**src/pkg/cangc_pkg.sv**
```systemverilog
// Constants, field layouts and reset values for the negotiation register slice.
// Assumes one pclk domain; indices are word indices, byte address is four times index.
package cangc_pkg;
    localparam int ADDR_W = 10;
    localparam int IDX_W = 8;
    localparam logic [IDX_W-1:0] IDX_EXP = 8'h06;
    localparam logic [IDX_W-1:0] IDX_NPT = 8'h07;
    localparam logic [IDX_W-1:0] IDX_LPNP = 8'h08;
    localparam logic [IDX_W-1:0] IDX_GIG = 8'h09;
    localparam int EXP_PDF = 4;
    localparam int EXP_LPNP = 3;
    localparam int EXP_LNP = 2;
    localparam int EXP_PR = 1;
    localparam int EXP_LPAN = 0;
    localparam int EXP_RSV_LO = 5;
    localparam logic EXP_LNP_RST = 1'h1;
    localparam int NPT_RSV = 14;
    localparam int NPT_TOG = 11;
    localparam logic [15:0] NPT_RST = 16'h2001;
    localparam logic [15:0] NPT_WMASK = 16'hB7FF;
    localparam logic [15:0] LPNP_RST = 16'h0000;
    localparam int GIG_TM_HI = 15;
    localparam int GIG_TM_LO = 13;
    localparam int GIG_MAN = 12;
    localparam int GIG_VAL = 11;
    localparam int GIG_PORT = 10;
    localparam int GIG_FD = 9;
    localparam int GIG_HD = 8;
    localparam logic [15:0] GIG_RST = 16'h0300;
    typedef enum logic [2:0] {
        TM_NORMAL = 3'h0,
        TM_WAVEFORM = 3'h1,
        TM_JIT_MASTER = 3'h2,
        TM_JIT_SLAVE = 3'h3,
        TM_DISTORTION = 3'h4
    } cangc_tmode_type;
endpackage

```
**src/pkg/cangc_reg_if.sv**
```systemverilog
// Register access carrier between the APB port and the register slice.
// Assumes both ends run on pclk.
`timescale 1ns/1ps
`default_nettype none
interface cangc_reg_if;
    import cangc_pkg::*;
    logic [IDX_W-1:0] idx;
    logic [15:0] wdata;
    logic acc_wr;
    logic acc_rd;
    logic [15:0] rdata;
    logic hit;
    modport port (output idx, output wdata, output acc_wr, output acc_rd,
                  input rdata, input hit);
    modport regs (input idx, input wdata, input acc_wr, input acc_rd,
                  output rdata, output hit);
endinterface
`default_nettype wire

```
**src/hw/cangc_apb_port.sv**
```systemverilog
// APB slave front end: decode, zero-wait answer, registered read data.
// Assumes an APB3 master on pclk; no byte strobes.
`timescale 1ns/1ps
`default_nettype none
module cangc_apb_port
    import cangc_pkg::*;
(
    input wire logic pclk,
    input wire logic presetn,
    input wire logic psel,
    input wire logic penable,
    input wire logic pwrite,
    input wire logic [ADDR_W-1:0] paddr,
    input wire logic [31:0] pwdata,
    output logic [31:0] prdata,
    output logic pready,
    output logic pslverr,
    cangc_reg_if.port bus
);
    typedef struct packed {
        logic [31:0] prdata;
    } cangc_port_st_type;

    cangc_port_st_type r;
    cangc_port_st_type n;
    logic access;

    assign access = psel & penable;
    assign bus.idx = paddr[ADDR_W-1:2];
    assign bus.wdata = pwdata[15:0];
    assign bus.acc_wr = access & pwrite & bus.hit;
    // Read strobe at the capture edge, so a read clear cannot drop a later event
    assign bus.acc_rd = psel & ~penable & ~pwrite & bus.hit;
    // Zero wait states; unmapped words answer with an error
    assign pready = access;
    assign pslverr = access & ~bus.hit;
    assign prdata = r.prdata;

    // Read data captured in setup so it leaves a flop in the access phase
    always_comb
    begin
        n = r;
        if (psel & ~penable & ~pwrite)
        begin
            n.prdata = bus.hit ? {16'h0000, bus.rdata} : 32'h0000_0000;
        end
    end

    always_ff @(posedge pclk or negedge presetn)
    begin
        if (!presetn)
        begin
            r <= '0;
        end
        else
        begin
            r <= n;
        end
    end
endmodule
`default_nettype wire

```
**src/hw/cangc_regs.sv**
```systemverilog
// Negotiation expansion, next page and gigabit control register slice.
// Assumes negotiation event inputs are one-cycle pulses synchronous to pclk.
`timescale 1ns/1ps
`default_nettype none
module cangc_regs
    import cangc_pkg::*;
(
    input wire logic pclk,
    input wire logic presetn,
    input wire logic psel,
    input wire logic penable,
    input wire logic pwrite,
    input wire logic [ADDR_W-1:0] paddr,
    input wire logic [31:0] pwdata,
    output logic [31:0] prdata,
    output logic pready,
    output logic pslverr,
    input wire logic sw_reset,
    input wire logic restart_an,
    input wire logic power_up,
    input wire logic link_fail,
    input wire logic pd_fault,
    input wire logic page_rx,
    input wire logic [15:0] rx_code_word,
    input wire logic lp_np_able,
    input wire logic lp_an_able,
    input wire logic tx_toggle,
    input wire logic np_taken,
    output logic np_loaded,
    output logic [15:0] tx_code_word,
    output logic [2:0] test_mode,
    output logic tx_clk_from_rx,
    output logic ms_manual,
    output logic ms_master,
    output logic port_pref_master,
    output logic adv_1000_fd,
    output logic adv_1000_hd
);
    typedef struct packed {
        logic pdf_lh;
        logic pr_lh;
        logic lp_np;
        logic lp_an;
        logic [15:0] npt;
        logic toggle;
        logic np_loaded;
        logic [15:0] lpnp;
        logic [15:0] gig_sw;
        logic [4:0] gig_live;
        logic [2:0] tmode;
        logic tx_clk_rx;
        logic pref_master;
    } cangc_state_type;

    cangc_reg_if bus ();

    cangc_state_type r;
    cangc_state_type n;
    logic rd_exp;
    logic wr_npt;
    logic wr_gig;
    logic apply;
    logic [15:0] gig_now;

    // Set beats clear so an event in the clearing cycle is kept
    function automatic logic cangc_sticky(input logic cur, input logic set, input logic clr);
        cangc_sticky = set | (cur & ~clr);
    endfunction

    cangc_apb_port u_port (
        .pclk(pclk),
        .presetn(presetn),
        .psel(psel),
        .penable(penable),
        .pwrite(pwrite),
        .paddr(paddr),
        .pwdata(pwdata),
        .prdata(prdata),
        .pready(pready),
        .pslverr(pslverr),
        .bus(bus.port)
    );

    assign rd_exp = bus.acc_rd & (bus.idx == IDX_EXP);
    assign wr_npt = bus.acc_wr & (bus.idx == IDX_NPT);
    assign wr_gig = bus.acc_wr & (bus.idx == IDX_GIG);
    assign apply = sw_reset | restart_an | power_up | link_fail;
    assign bus.hit = (bus.idx == IDX_EXP) | (bus.idx == IDX_NPT) |
                     (bus.idx == IDX_LPNP) | (bus.idx == IDX_GIG);

    always_comb
    begin
        bus.rdata = 16'h0000;
        case (bus.idx)
            IDX_EXP:
            begin
                bus.rdata[EXP_PDF] = r.pdf_lh;
                bus.rdata[EXP_LPNP] = r.lp_np;
                bus.rdata[EXP_LNP] = EXP_LNP_RST;
                bus.rdata[EXP_PR] = r.pr_lh;
                bus.rdata[EXP_LPAN] = r.lp_an;
            end
            IDX_NPT:
            begin
                bus.rdata = r.npt;
                bus.rdata[NPT_TOG] = r.toggle;
            end
            IDX_LPNP:
            begin
                bus.rdata = r.lpnp;
            end
            IDX_GIG:
            begin
                bus.rdata = r.gig_sw;
            end
            default:
            begin
                bus.rdata = 16'h0000;
            end
        endcase
    end

    always_comb
    begin
        n = r;
        gig_now = r.gig_sw;
        // Reading the expansion word clears the latched bits
        n.pdf_lh = cangc_sticky(r.pdf_lh, pd_fault, rd_exp);
        n.pr_lh = cangc_sticky(r.pr_lh, page_rx, rd_exp);
        n.lp_np = lp_np_able;
        n.lp_an = lp_an_able;
        n.toggle = tx_toggle;
        if (page_rx)
        begin
            n.lpnp = rx_code_word;
        end
        if (wr_npt)
        begin
            n.npt = bus.wdata & NPT_WMASK;
        end
        n.np_loaded = cangc_sticky(r.np_loaded, wr_npt, np_taken);
        if (wr_gig)
        begin
            gig_now = bus.wdata;
        end
        if (restart_an)
        begin
            gig_now[GIG_TM_HI:GIG_TM_LO] = TM_NORMAL;
        end
        n.gig_sw = gig_now;
        // Duplex and role bits stay parked until a renegotiation event
        if (apply)
        begin
            n.gig_live = gig_now[GIG_MAN:GIG_HD];
        end
        if (link_fail)
        begin
            n.npt = 16'h0000;
            n.np_loaded = 1'b0;
        end
        if (sw_reset)
        begin
            n.pdf_lh = 1'b0;
            n.pr_lh = 1'b0;
            n.npt = NPT_RST;
            n.np_loaded = 1'b0;
            n.lpnp = LPNP_RST;
        end
        // Reserved codes fall back to normal operation
        case (gig_now[GIG_TM_HI:GIG_TM_LO])
            TM_NORMAL, TM_WAVEFORM, TM_JIT_MASTER, TM_JIT_SLAVE, TM_DISTORTION:
            begin
                n.tmode = gig_now[GIG_TM_HI:GIG_TM_LO];
            end
            default:
            begin
                n.tmode = TM_NORMAL;
            end
        endcase
        n.tx_clk_rx = (n.tmode == TM_JIT_MASTER) | (n.tmode == TM_JIT_SLAVE);
        n.pref_master = n.gig_live[GIG_PORT-GIG_HD] & ~n.gig_live[GIG_MAN-GIG_HD];
    end

    always_ff @(posedge pclk or negedge presetn)
    begin
        if (!presetn)
        begin
            r.pdf_lh <= 1'b0;
            r.pr_lh <= 1'b0;
            r.lp_np <= 1'b0;
            r.lp_an <= 1'b0;
            r.npt <= NPT_RST;
            r.toggle <= 1'b0;
            r.np_loaded <= 1'b0;
            r.lpnp <= LPNP_RST;
            r.gig_sw <= GIG_RST;
            r.gig_live <= GIG_RST[GIG_MAN:GIG_HD];
            r.tmode <= TM_NORMAL;
            r.tx_clk_rx <= 1'b0;
            r.pref_master <= 1'b0;
        end
        else
        begin
            r <= n;
        end
    end

    assign np_loaded = r.np_loaded;
    assign tx_code_word = {r.npt[15:12], r.toggle, r.npt[10:0]};
    assign test_mode = r.tmode;
    assign tx_clk_from_rx = r.tx_clk_rx;
    assign ms_manual = r.gig_live[GIG_MAN-GIG_HD];
    assign ms_master = r.gig_live[GIG_VAL-GIG_HD];
    assign port_pref_master = r.pref_master;
    assign adv_1000_fd = r.gig_live[GIG_FD-GIG_HD];
    assign adv_1000_hd = r.gig_live[GIG_HD-GIG_HD];
endmodule
`default_nettype wire

```
**config.mk**
```make
export PLATFORM = sky130hd
export DESIGN_NAME = cangc_regs
export DESIGN_NICKNAME = d
export VERILOG_FILES = /design/src/pkg/cangc_pkg.sv /design/src/pkg/cangc_reg_if.sv /design/src/hw/cangc_apb_port.sv /design/src/hw/cangc_regs.sv
export SDC_FILE = /design/constraint.sdc
export NUM_CORES = 1
export LEC_CHECK = 0
export CAP_MARGIN = 20
export CORE_MARGIN = 3
export CORE_UTILIZATION = 45
export CTS_CLUSTER_DIAMETER = 120
export DETAILED_ROUTE_END_ITERATION = 6
export DONT_BUFFER_PORTS = 1
export GPL_ROUTABILITY_DRIVEN = 0
export GPL_TIMING_DRIVEN = 1
export SYNTH_ARGS = -nofsm -noshare
export SYNTH_HDL_FRONTEND = slang
export SYNTH_SLANG_ARGS = --single-unit
```
**constraint.sdc**
```tcl
create_clock -name pclk -period 1.4 [get_ports pclk]
set_clock_uncertainty 0.15 [all_clocks]
set_input_delay 0.28 -clock pclk [delete_from_list [all_inputs] [get_ports pclk]]
set_output_delay 0.28 -clock pclk [all_outputs]
set_load 0.02 [all_outputs]
```
# ---- Word-level counts from Yosys, hierarchy flattened
# Cells that the tools add are included.
dict set report totals {
  wordCells 74
  register_bits 96
  inputBits 73
}
dict set report op_classes {
  muxes 14
  n_reduce_logical 4
  n_eq_ne 10
  n_bitwise 30
}
# op count
set ops {}
lappend ops {{$mux W16} 6}
lappend ops {{$pmux W11 S3} 1}
lappend ops {{$pmux W5 S4} 1}
lappend ops {{$mux W17} 1}
lappend ops {{$eq A8 B3 Y1 const B} 2}
lappend ops {{$eq A8 B4 Y1 const B} 2}
lappend ops {{$and A1 B1 Y1} 14}
lappend ops {{$eq A3 B2 Y1 const B} 4}
lappend ops {{$or A1 B1 Y1} 10}
lappend ops {{$mux W3} 2}
lappend ops {{$not A1 Y1} 6}
lappend ops {{$mux W5} 1}
lappend ops {{$reduce_or A5 Y1} 1}
lappend ops {{$eq A3 B1 Y1 const B} 1}
lappend ops {{$eq A3 B3 Y1 const B} 1}
lappend ops {{$logic_not A3 Y1} 1}
lappend ops {{$reduce_bool A3 Y1} 1}
lappend ops {{$mux W2} 1}
lappend ops {{$reduce_bool A2 Y1} 1}
lappend ops {{$mux W1} 1}

# ---- Depth between registers and ports, before layout
# Gate-level depths: netlist of run 1.
dict set report depth {
  depth_word 13
  depth_mapped 7
  depth_no_buf 4
}

# ---- Cells and area by module
# From an unflattened synthesis of run 1, not the netlist that was laid out.
dict set report unflattened {
  hier_cells 372
  hier_area_um2 4056.4
}
# module n_inst area_per_inst_um2 cells_per_inst
set modules_own_cells {}
lappend modules_own_cells {cangc_regs 1 2992.9 258}
lappend modules_own_cells {cangc_apb_port 1 1063.5 114}

# ---- Worst setup path before layout of run 1
# Ideal clock, no wire load.
dict set report synth_timing {
  kind {in2reg}
  startpoint {input paddr[9]}
  endpoint {register r, in the netlist ms_manual}
  stages 6
  arrival_ns 1.804
  required_time_ns 1.125
  setup_time_ns 0.125
  slack_ns -0.679
  path_buffers 2
  cell_sequence {or4_4 -> buf_6 -> nor3_4 -> buf_6 -> mux2_2 -> mux2_2}
}
# item line
set synth_rtl {}
lappend synth_rtl {{start: declaration} cangc_regs.sv:13} ;# input wire logic [ADDR_W-1:0] paddr,
lappend synth_rtl {{end signal: assignment} cangc_regs.sv:204} ;# r <= n;
lappend synth_rtl {{end: declaration} cangc_regs.sv:57} ;# cangc_state_type r;

==> impl_metrics.ini, run 1 <==
[finish]
area_growth_pct = 25.6
regArea_um2 = 1960
final_nets = 488
stdcell_count = 523
fillers = 671
postLayoutCellArea_um2 = 4690
multi_input_area_um2 = 1590
drive_above_1_share_pct = 23.8

[clock_tree]
tritoncts = yes
cts_hold_buf = 40
cts_buffers = 9
numClockSinks = 78
cts-root-buf = clkbuf_8
clk_latency_ns = 0.34
cts_htree_levels = 3
clock_path_buffers = 2
clk_pin_slew_ns = 0.08

[grt]
grt_pass1_wl_um = 15400
grt_use_met2_pct = 32.8
grt_use_met1_pct = 28.2
antenna_found_initial = 1
grt_usage_pct = 20.7
grt_pass1_vias = 2779
top_usage_layer = met2
grt_max_degree = 79
met3_usage_pct = 5.46
gr-total-overflow = 0

[timing]
rsz0062_at_grt = yes
max_clock_freq_ghz = 0.603
setup_slack_ns = -0.259
worst_pin_slew_ns = 0.882
finalMaxSlewViolations = 0
final-setup-viol-count = 21
finalWorstPathRequiredPeriod_ns = 1.66
holdWs_ns = -0.523
min_period_over_period_pct = 118
finalHoldViolCount = 95
max_slew_margin_pct = 41.2

[worst_setup_path]
worstPathMaxFanout = 8
required_ns = 1.48
crit_arrival_ns = 1.74
crit_slowest_cell = or4_4
worstSetupEndpointType = flop
ff2ff_setup_slack_ns = 0.14
ff2ff_path_depth = 4
crit_top_cell = mux2_4
path_cells = or4_4, nor3_4, buf_12, mux2_4, mux2_4
reg2reg_to = u_port.prdata[2]
critical_path_class = in -> reg
worst_setup_path_start_kind = input port
cpPeakStageDelay_ns = 0.56
startpoint = paddr[9]
timing.rr.start = r[12]
crit_path_end = r[7]

[routing]
drc = 0
ant_nets = 0
vias = 2787
wirelength_um = 9920
dr.first_iter.drc_count = 143
routed_via_density = 5.33
routedWlPerCell_um = 19.0
dr.pass1.iters = 4

[synthesis]
synth_seq_cells = 78
synthDominantCellAreaShare_pct = 48.3
netlist-cell-type-count = 43
ys_top_cells_by_count = dfrtp_1 (72), nand2_1 (67), buf_4 (38)
synth-async-reset-ratio_pct = 100
synth_most_common_cell = dfrtp_1
dominantRegCellSynth = dfrtp_1
synth_area_leaders = dfrtp_1 (48%), buf_4 (7.6%), nand2_1 (6.7%), mux2i_1 (6.7%), dfstp_2 (4.2%)
avgSynthCellArea_um2 = 10.4
seq_area_frac_synth_pct = 52.5
synth_edf_count = 0
yosys_warnings = 0
synthCells = 360
synth_top_cell_by_area = dfrtp_1
netlist_area_um2 = 3730

[die]
start_util_pct = 47.3
io_pins = 133
die_h_um = 97.1
coreArea_um2 = 7890
die_area_um2 = 9430
row_count = 32
die_w_um = 97.1

[pwr]
power.total_uw = 4550
p_leak_uw = 0.00212
power_density_nw_per_um2 = 970
ir_worst_vdd_mv = 0.406

[place]
pre_cts_ws_ns = -0.633
dp_cells = 461
port_buffers = 0
placed_area_um2 = 3930
dp_hpwl_um = 6480

[outcome]
outcome = finished with violations
violations = negative hold slack, negative setup slack

[hold_path]
min_path_type = in -> async

[run]
cap_violations = 0
-- worst max-delay path: cells and delay by family --
kind                   cells  cell delay, ns
buffers and inverters      1            0.16
muxes                      2            0.57
and+or+nand+nor            2            0.73
-- per-stage QoR --
stage                     util, %  hold WS (ns)  setup TNS (ns)
after CTS                    58.4        -0.544           -2.57
after floorplan                 -        -0.166          -18.13
final                        59.5        -0.523           -2.00
after detailed placement     49.9        -0.162          -21.08
after global placement       49.9        -0.163          -21.11
after global routing         59.5        -0.539           -3.16
-- how the worst min path moves through the flow --
stage | start | endpoint | slack (ns) | depth (start not counted)
finish | presetn | r[26] | -0.52 | 0
global route | presetn | tx_code_word[12] | -0.54 | 0
CTS | presetn | r[23] | -0.54 | 0
detailed placement | presetn | u_port.prdata[5] | -0.16 | 0
global placement | presetn | u_port.prdata[3] | -0.16 | 0
floorplan | presetn | ms_manual | -0.17 | 0
-- cells by family after synthesis --
kind of cell / count (synthesis) / share of synthesized area (%)
DFF: 78 / 52.5
and+or+nand+nor: 116 / 15.0
AOI/OAI and AO/OA: 73 / 12.7
muxes: 35 / 9.72
other: 1 / 0.100
buffers and inverters: 57 / 9.99
-- state kept, by name, indices dropped and copies added (netlist names) --
| name | cells |
|---|---|
| r | 37 |
| u_port.prdata | 16 |
| tx_code_word | 15 |
| test_mode | 3 |
| adv_1000_fd | 1 |
| adv_1000_hd | 1 |
| ms_manual | 1 |
| ms_master | 1 |
| np_loaded | 1 |
| port_pref_master | 1 |
| tx_clk_from_rx | 1 |
-- what timing repair did --
item | 4_1_cts | 5_1_grt
gates resized for setup | 10 | 27
setup buffers | 3 | 1
cloned | 1 | 1
hold endpoints to repair | 135 | 92
setup endpoints to repair | 25 | 58
pin swaps | 5 | 4
-- metal layers --
layer | part of all wire [%] | wire (um) | vias to the layer above
met5 | 0 | 0 | -
li1 | - | - | 1307
met3 | 6.8 | 679 | 9
met2 | 49 | 4820 | 91
met4 | 0.96 | 95 | 0
met1 | 44 | 4320 | 1380
-- area by class of cell --
cell class,instances,share of cell area (%)
multi-input cells,242,33.9
repair buffers,83,16.9
flip-flops and latches,78,41.8
well taps,102,2.72
diodes,1,0.0534
clock buffers,10,2.72
inverters,1,0.0800
clock inverters,6,1.84
-- power breakdown --
group	total (uW)	internal, uW	switching (uW)
Combinational	374	189	185
Sequential	2340	2300	35.9
Clock	1840	1000	835
-- layout by cell type, fill, tap and decap left out, types with 2 or more instances in the layout --
cell	count
dlygate4sd3_1	39
bufinv_16	2
clkinv_2	2
a22oi_1	11
a22o_1	4
nand3b_1	7
mux2_4	7
clkbuf_8	9
buf_12	4
o22ai_1	3
mux2i_1	25
dfrtp_1	72
buf_6	4
a2bb2oi_1	9
mux2_2	3
a21oi_1	14
buf_4	35
dfstp_2	6
o21ai_1	10
nor2_1	20
nand2_2	2
a21oi_2	10
or4_4	2
a21o_1	2
nand3_1	4
conb_1	17
nand2_1	66
nor3_4	3
o21bai_1	2
(Power assumes the default switching activity.)
==> run 2, diff against run 1 <==
==> constraint.sdc (replaced) <==
create_clock -name pclk -period 1.6 [get_ports pclk]
set_clock_uncertainty 0.15 [all_clocks]
set_input_delay 0.08 -clock pclk [delete_from_list [all_inputs] [get_ports pclk]]
set_output_delay 0.08 -clock pclk [all_outputs]
set_load 0.02 [all_outputs]
==> run 2 against run 1 <==
  * Cell count down 3.3%
  * Power down 11%
  * Critical path type unchanged
  * The run ends with negative hold slack left
  * Count of clock-buffer cells in the layout unchanged
  * Flip-flop and latch count unchanged
  * Utilization down 3.1 points
  * Largest power group unchanged
  * Die area unchanged
  * Clock power down 7%
==> impl_metrics.ini, run 2 (synthesized netlist as in run 1, its figures left out) <==
[clock_tree]
clk_pin_slew_ns = 0.09
numClockSinks = 78
cts_buffers = 9
tritoncts = yes
clock_path_buffers = 2
cts-root-buf = clkbuf_8
cts_setup_buffers = 0
cts_htree_levels = 3
clk_latency_ns = 0.35

[grt]
grt_pass1_wl_um = 15700
met3_usage_pct = 5.10
top_usage_layer = met2
grt_usage_pct = 21.1
gr-total-overflow = 0
antenna_found_initial = 0
grt_max_degree = 79
grt_use_met2_pct = 33.1
grt_pass1_vias = 2797
grt_use_met1_pct = 28.7

[die]
coreArea_um2 = 7890
die_area_um2 = 9430
row_count = 32
start_util_pct = 47.3
io_pins = 133
die_h_um = 97.1
die_w_um = 97.1

[timing]
finalMaxSlewViolations = 0
finalHoldViolCount = 80
setup_slack_ns = 0.0504
worst_pin_slew_ns = 0.532
holdWs_ns = -0.736
max_clock_freq_ghz = 0.645
finalWorstPathRequiredPeriod_ns = 1.55
max_slew_margin_pct = 64.4
final-setup-viol-count = 0
fin_setup_tns_ns = 0
rsz0062_at_grt = no
min_period_over_period_pct = 96.9

[finish]
top_register = r
antennaDiodeCount = 0
postLayoutCellArea_um2 = 4440
largest_reg_flops = 37
utilization_pct = 56.3
multi_input_area_um2 = 1470
mostFrequentLayoutCell = dfrtp_1
regArea_um2 = 1960
fillers = 706
final_nets = 472
final_cell_mix = dfrtp_1 (72), nand2_1 (67), dlygate4sd3_1 (45)
drive_above_1_share_pct = 16.1
area_growth_pct = 19.0

[worst_setup_path]
worst_setup_path_start_kind = input port
startpoint = paddr[2]
worstSetupEndpointType = flop
worstPathMaxFanout = 10
timing.rr.start = r[30]
required_ns = 1.68
crit_arrival_ns = 1.63
critical_path_class = in -> reg

[pwr]
sw_frac_of_total_pct = 23.7
power_density_nw_per_um2 = 914
internal-power_uw = 3100
power_frac_clock_pct = 42.3
p_leak_uw = 0.00203
p_comb_share_pct = 7.2
seqPwrFrac_pct = 50.5
ir_worst_vdd_mv = 0.462
p_switching_uw = 964

[routing]
dr.first_iter.drc_count = 125
wirelength_um = 9610
drc = 0
vias = 2653
dr.pass1.iters = 4
ant_nets = 0
routedWlPerCell_um = 19.0
routed_via_density = 5.24

[place]
placed_area_um2 = 3760
dp_hpwl_um = 6490
pre_cts_ws_ns = -0.249
port_buffers = 0

[run]
cap_violations = 0

[outcome]
violations = negative hold slack
outcome = finished with violations

[hold_path]
min_path_type = in -> async
## run 2: cell count changes in the layout (fill, tap and decap cells not counted), sizes merged
cell | previous run | this run
diode | 1 | 0
clkinvlp | 1 | 2
dlymetal6s4s | 1 | 0
inv | 1 | 3
buf | 43 | 23
dlygate4sd3 | 39 | 45
clkinv | 3 | 0
nand2 | 68 | 67
## run 2: metrics by stage
| step | total power, uW | cells |
|---|---|---|
| detailed placement | 2270 | 445 |
| floorplan | 2290 | 376 |
| finish | 4060 | 506 |
| global route | 4220 | 506 |
| global placement | 2270 | 445 |
| CTS | 4060 | 501 |
## run 2: final timing paths
| kind | endpoint | slack [ns] | cells past startpoint |
|---|---|---|---|
| max | r[62] | 0.05 | 4 |
| min | np_loaded | -0.74 | 0 |
| max reg2reg | r[30] | 0.18 | 3 |
| min reg2reg | r[16] | 0.33 | 2 |
| max in group asynchronous | tx_code_word[13] | 1.79 | 0 |
| min in group pclk | u_port.prdata[14] | -0.03 | 3 |
## run 2: what timing repair did
item / 4_1_cts / 5_1_grt
hold buffers: 40 / 5
gates resized for setup: 0 / 1
setup endpoints to repair: 0 / 3
hold endpoints to repair: 146 / 89
## run 2: final cells by class
| class | instances | share of cell area, % |
|---|---|---|
| clock buffers | 10 | 3.10 |
| clock inverters | 6 | 2.08 |
| well taps | 102 | 2.87 |
| flip-flops and latches | 78 | 44.1 |
| repair buffers | 68 | 14.6 |
| multi-input cells | 241 | 33.2 |
| inverters | 1 | 0.0845 |
## run 2: worst max-delay path, stage by stage
cell and delay (ns):
dlygate4sd3_1 0.74, or4_4 0.63, a21oi_2 0.13, nor2_1 0.05
## run 2: routing by layer
| layer | routed length [um] | up-vias |
|---|---|---|
| met1 | 4440 | 1284 |
| met5 | 0 | - |
| met2 | 4500 | 86 |
| li1 | - | 1273 |
| met3 | 549 | 10 |
| met4 | 126 | 0 |
## run 2: power by group through the flow
stage	Clock [uW]	Sequential [uW]	Combinational, uW
detailed placement	0	2090	181
global route	1840	2060	320
global placement	0	2090	179
finish	1720	2050	294
CTS	1730	2050	277
floorplan	0	2080	218
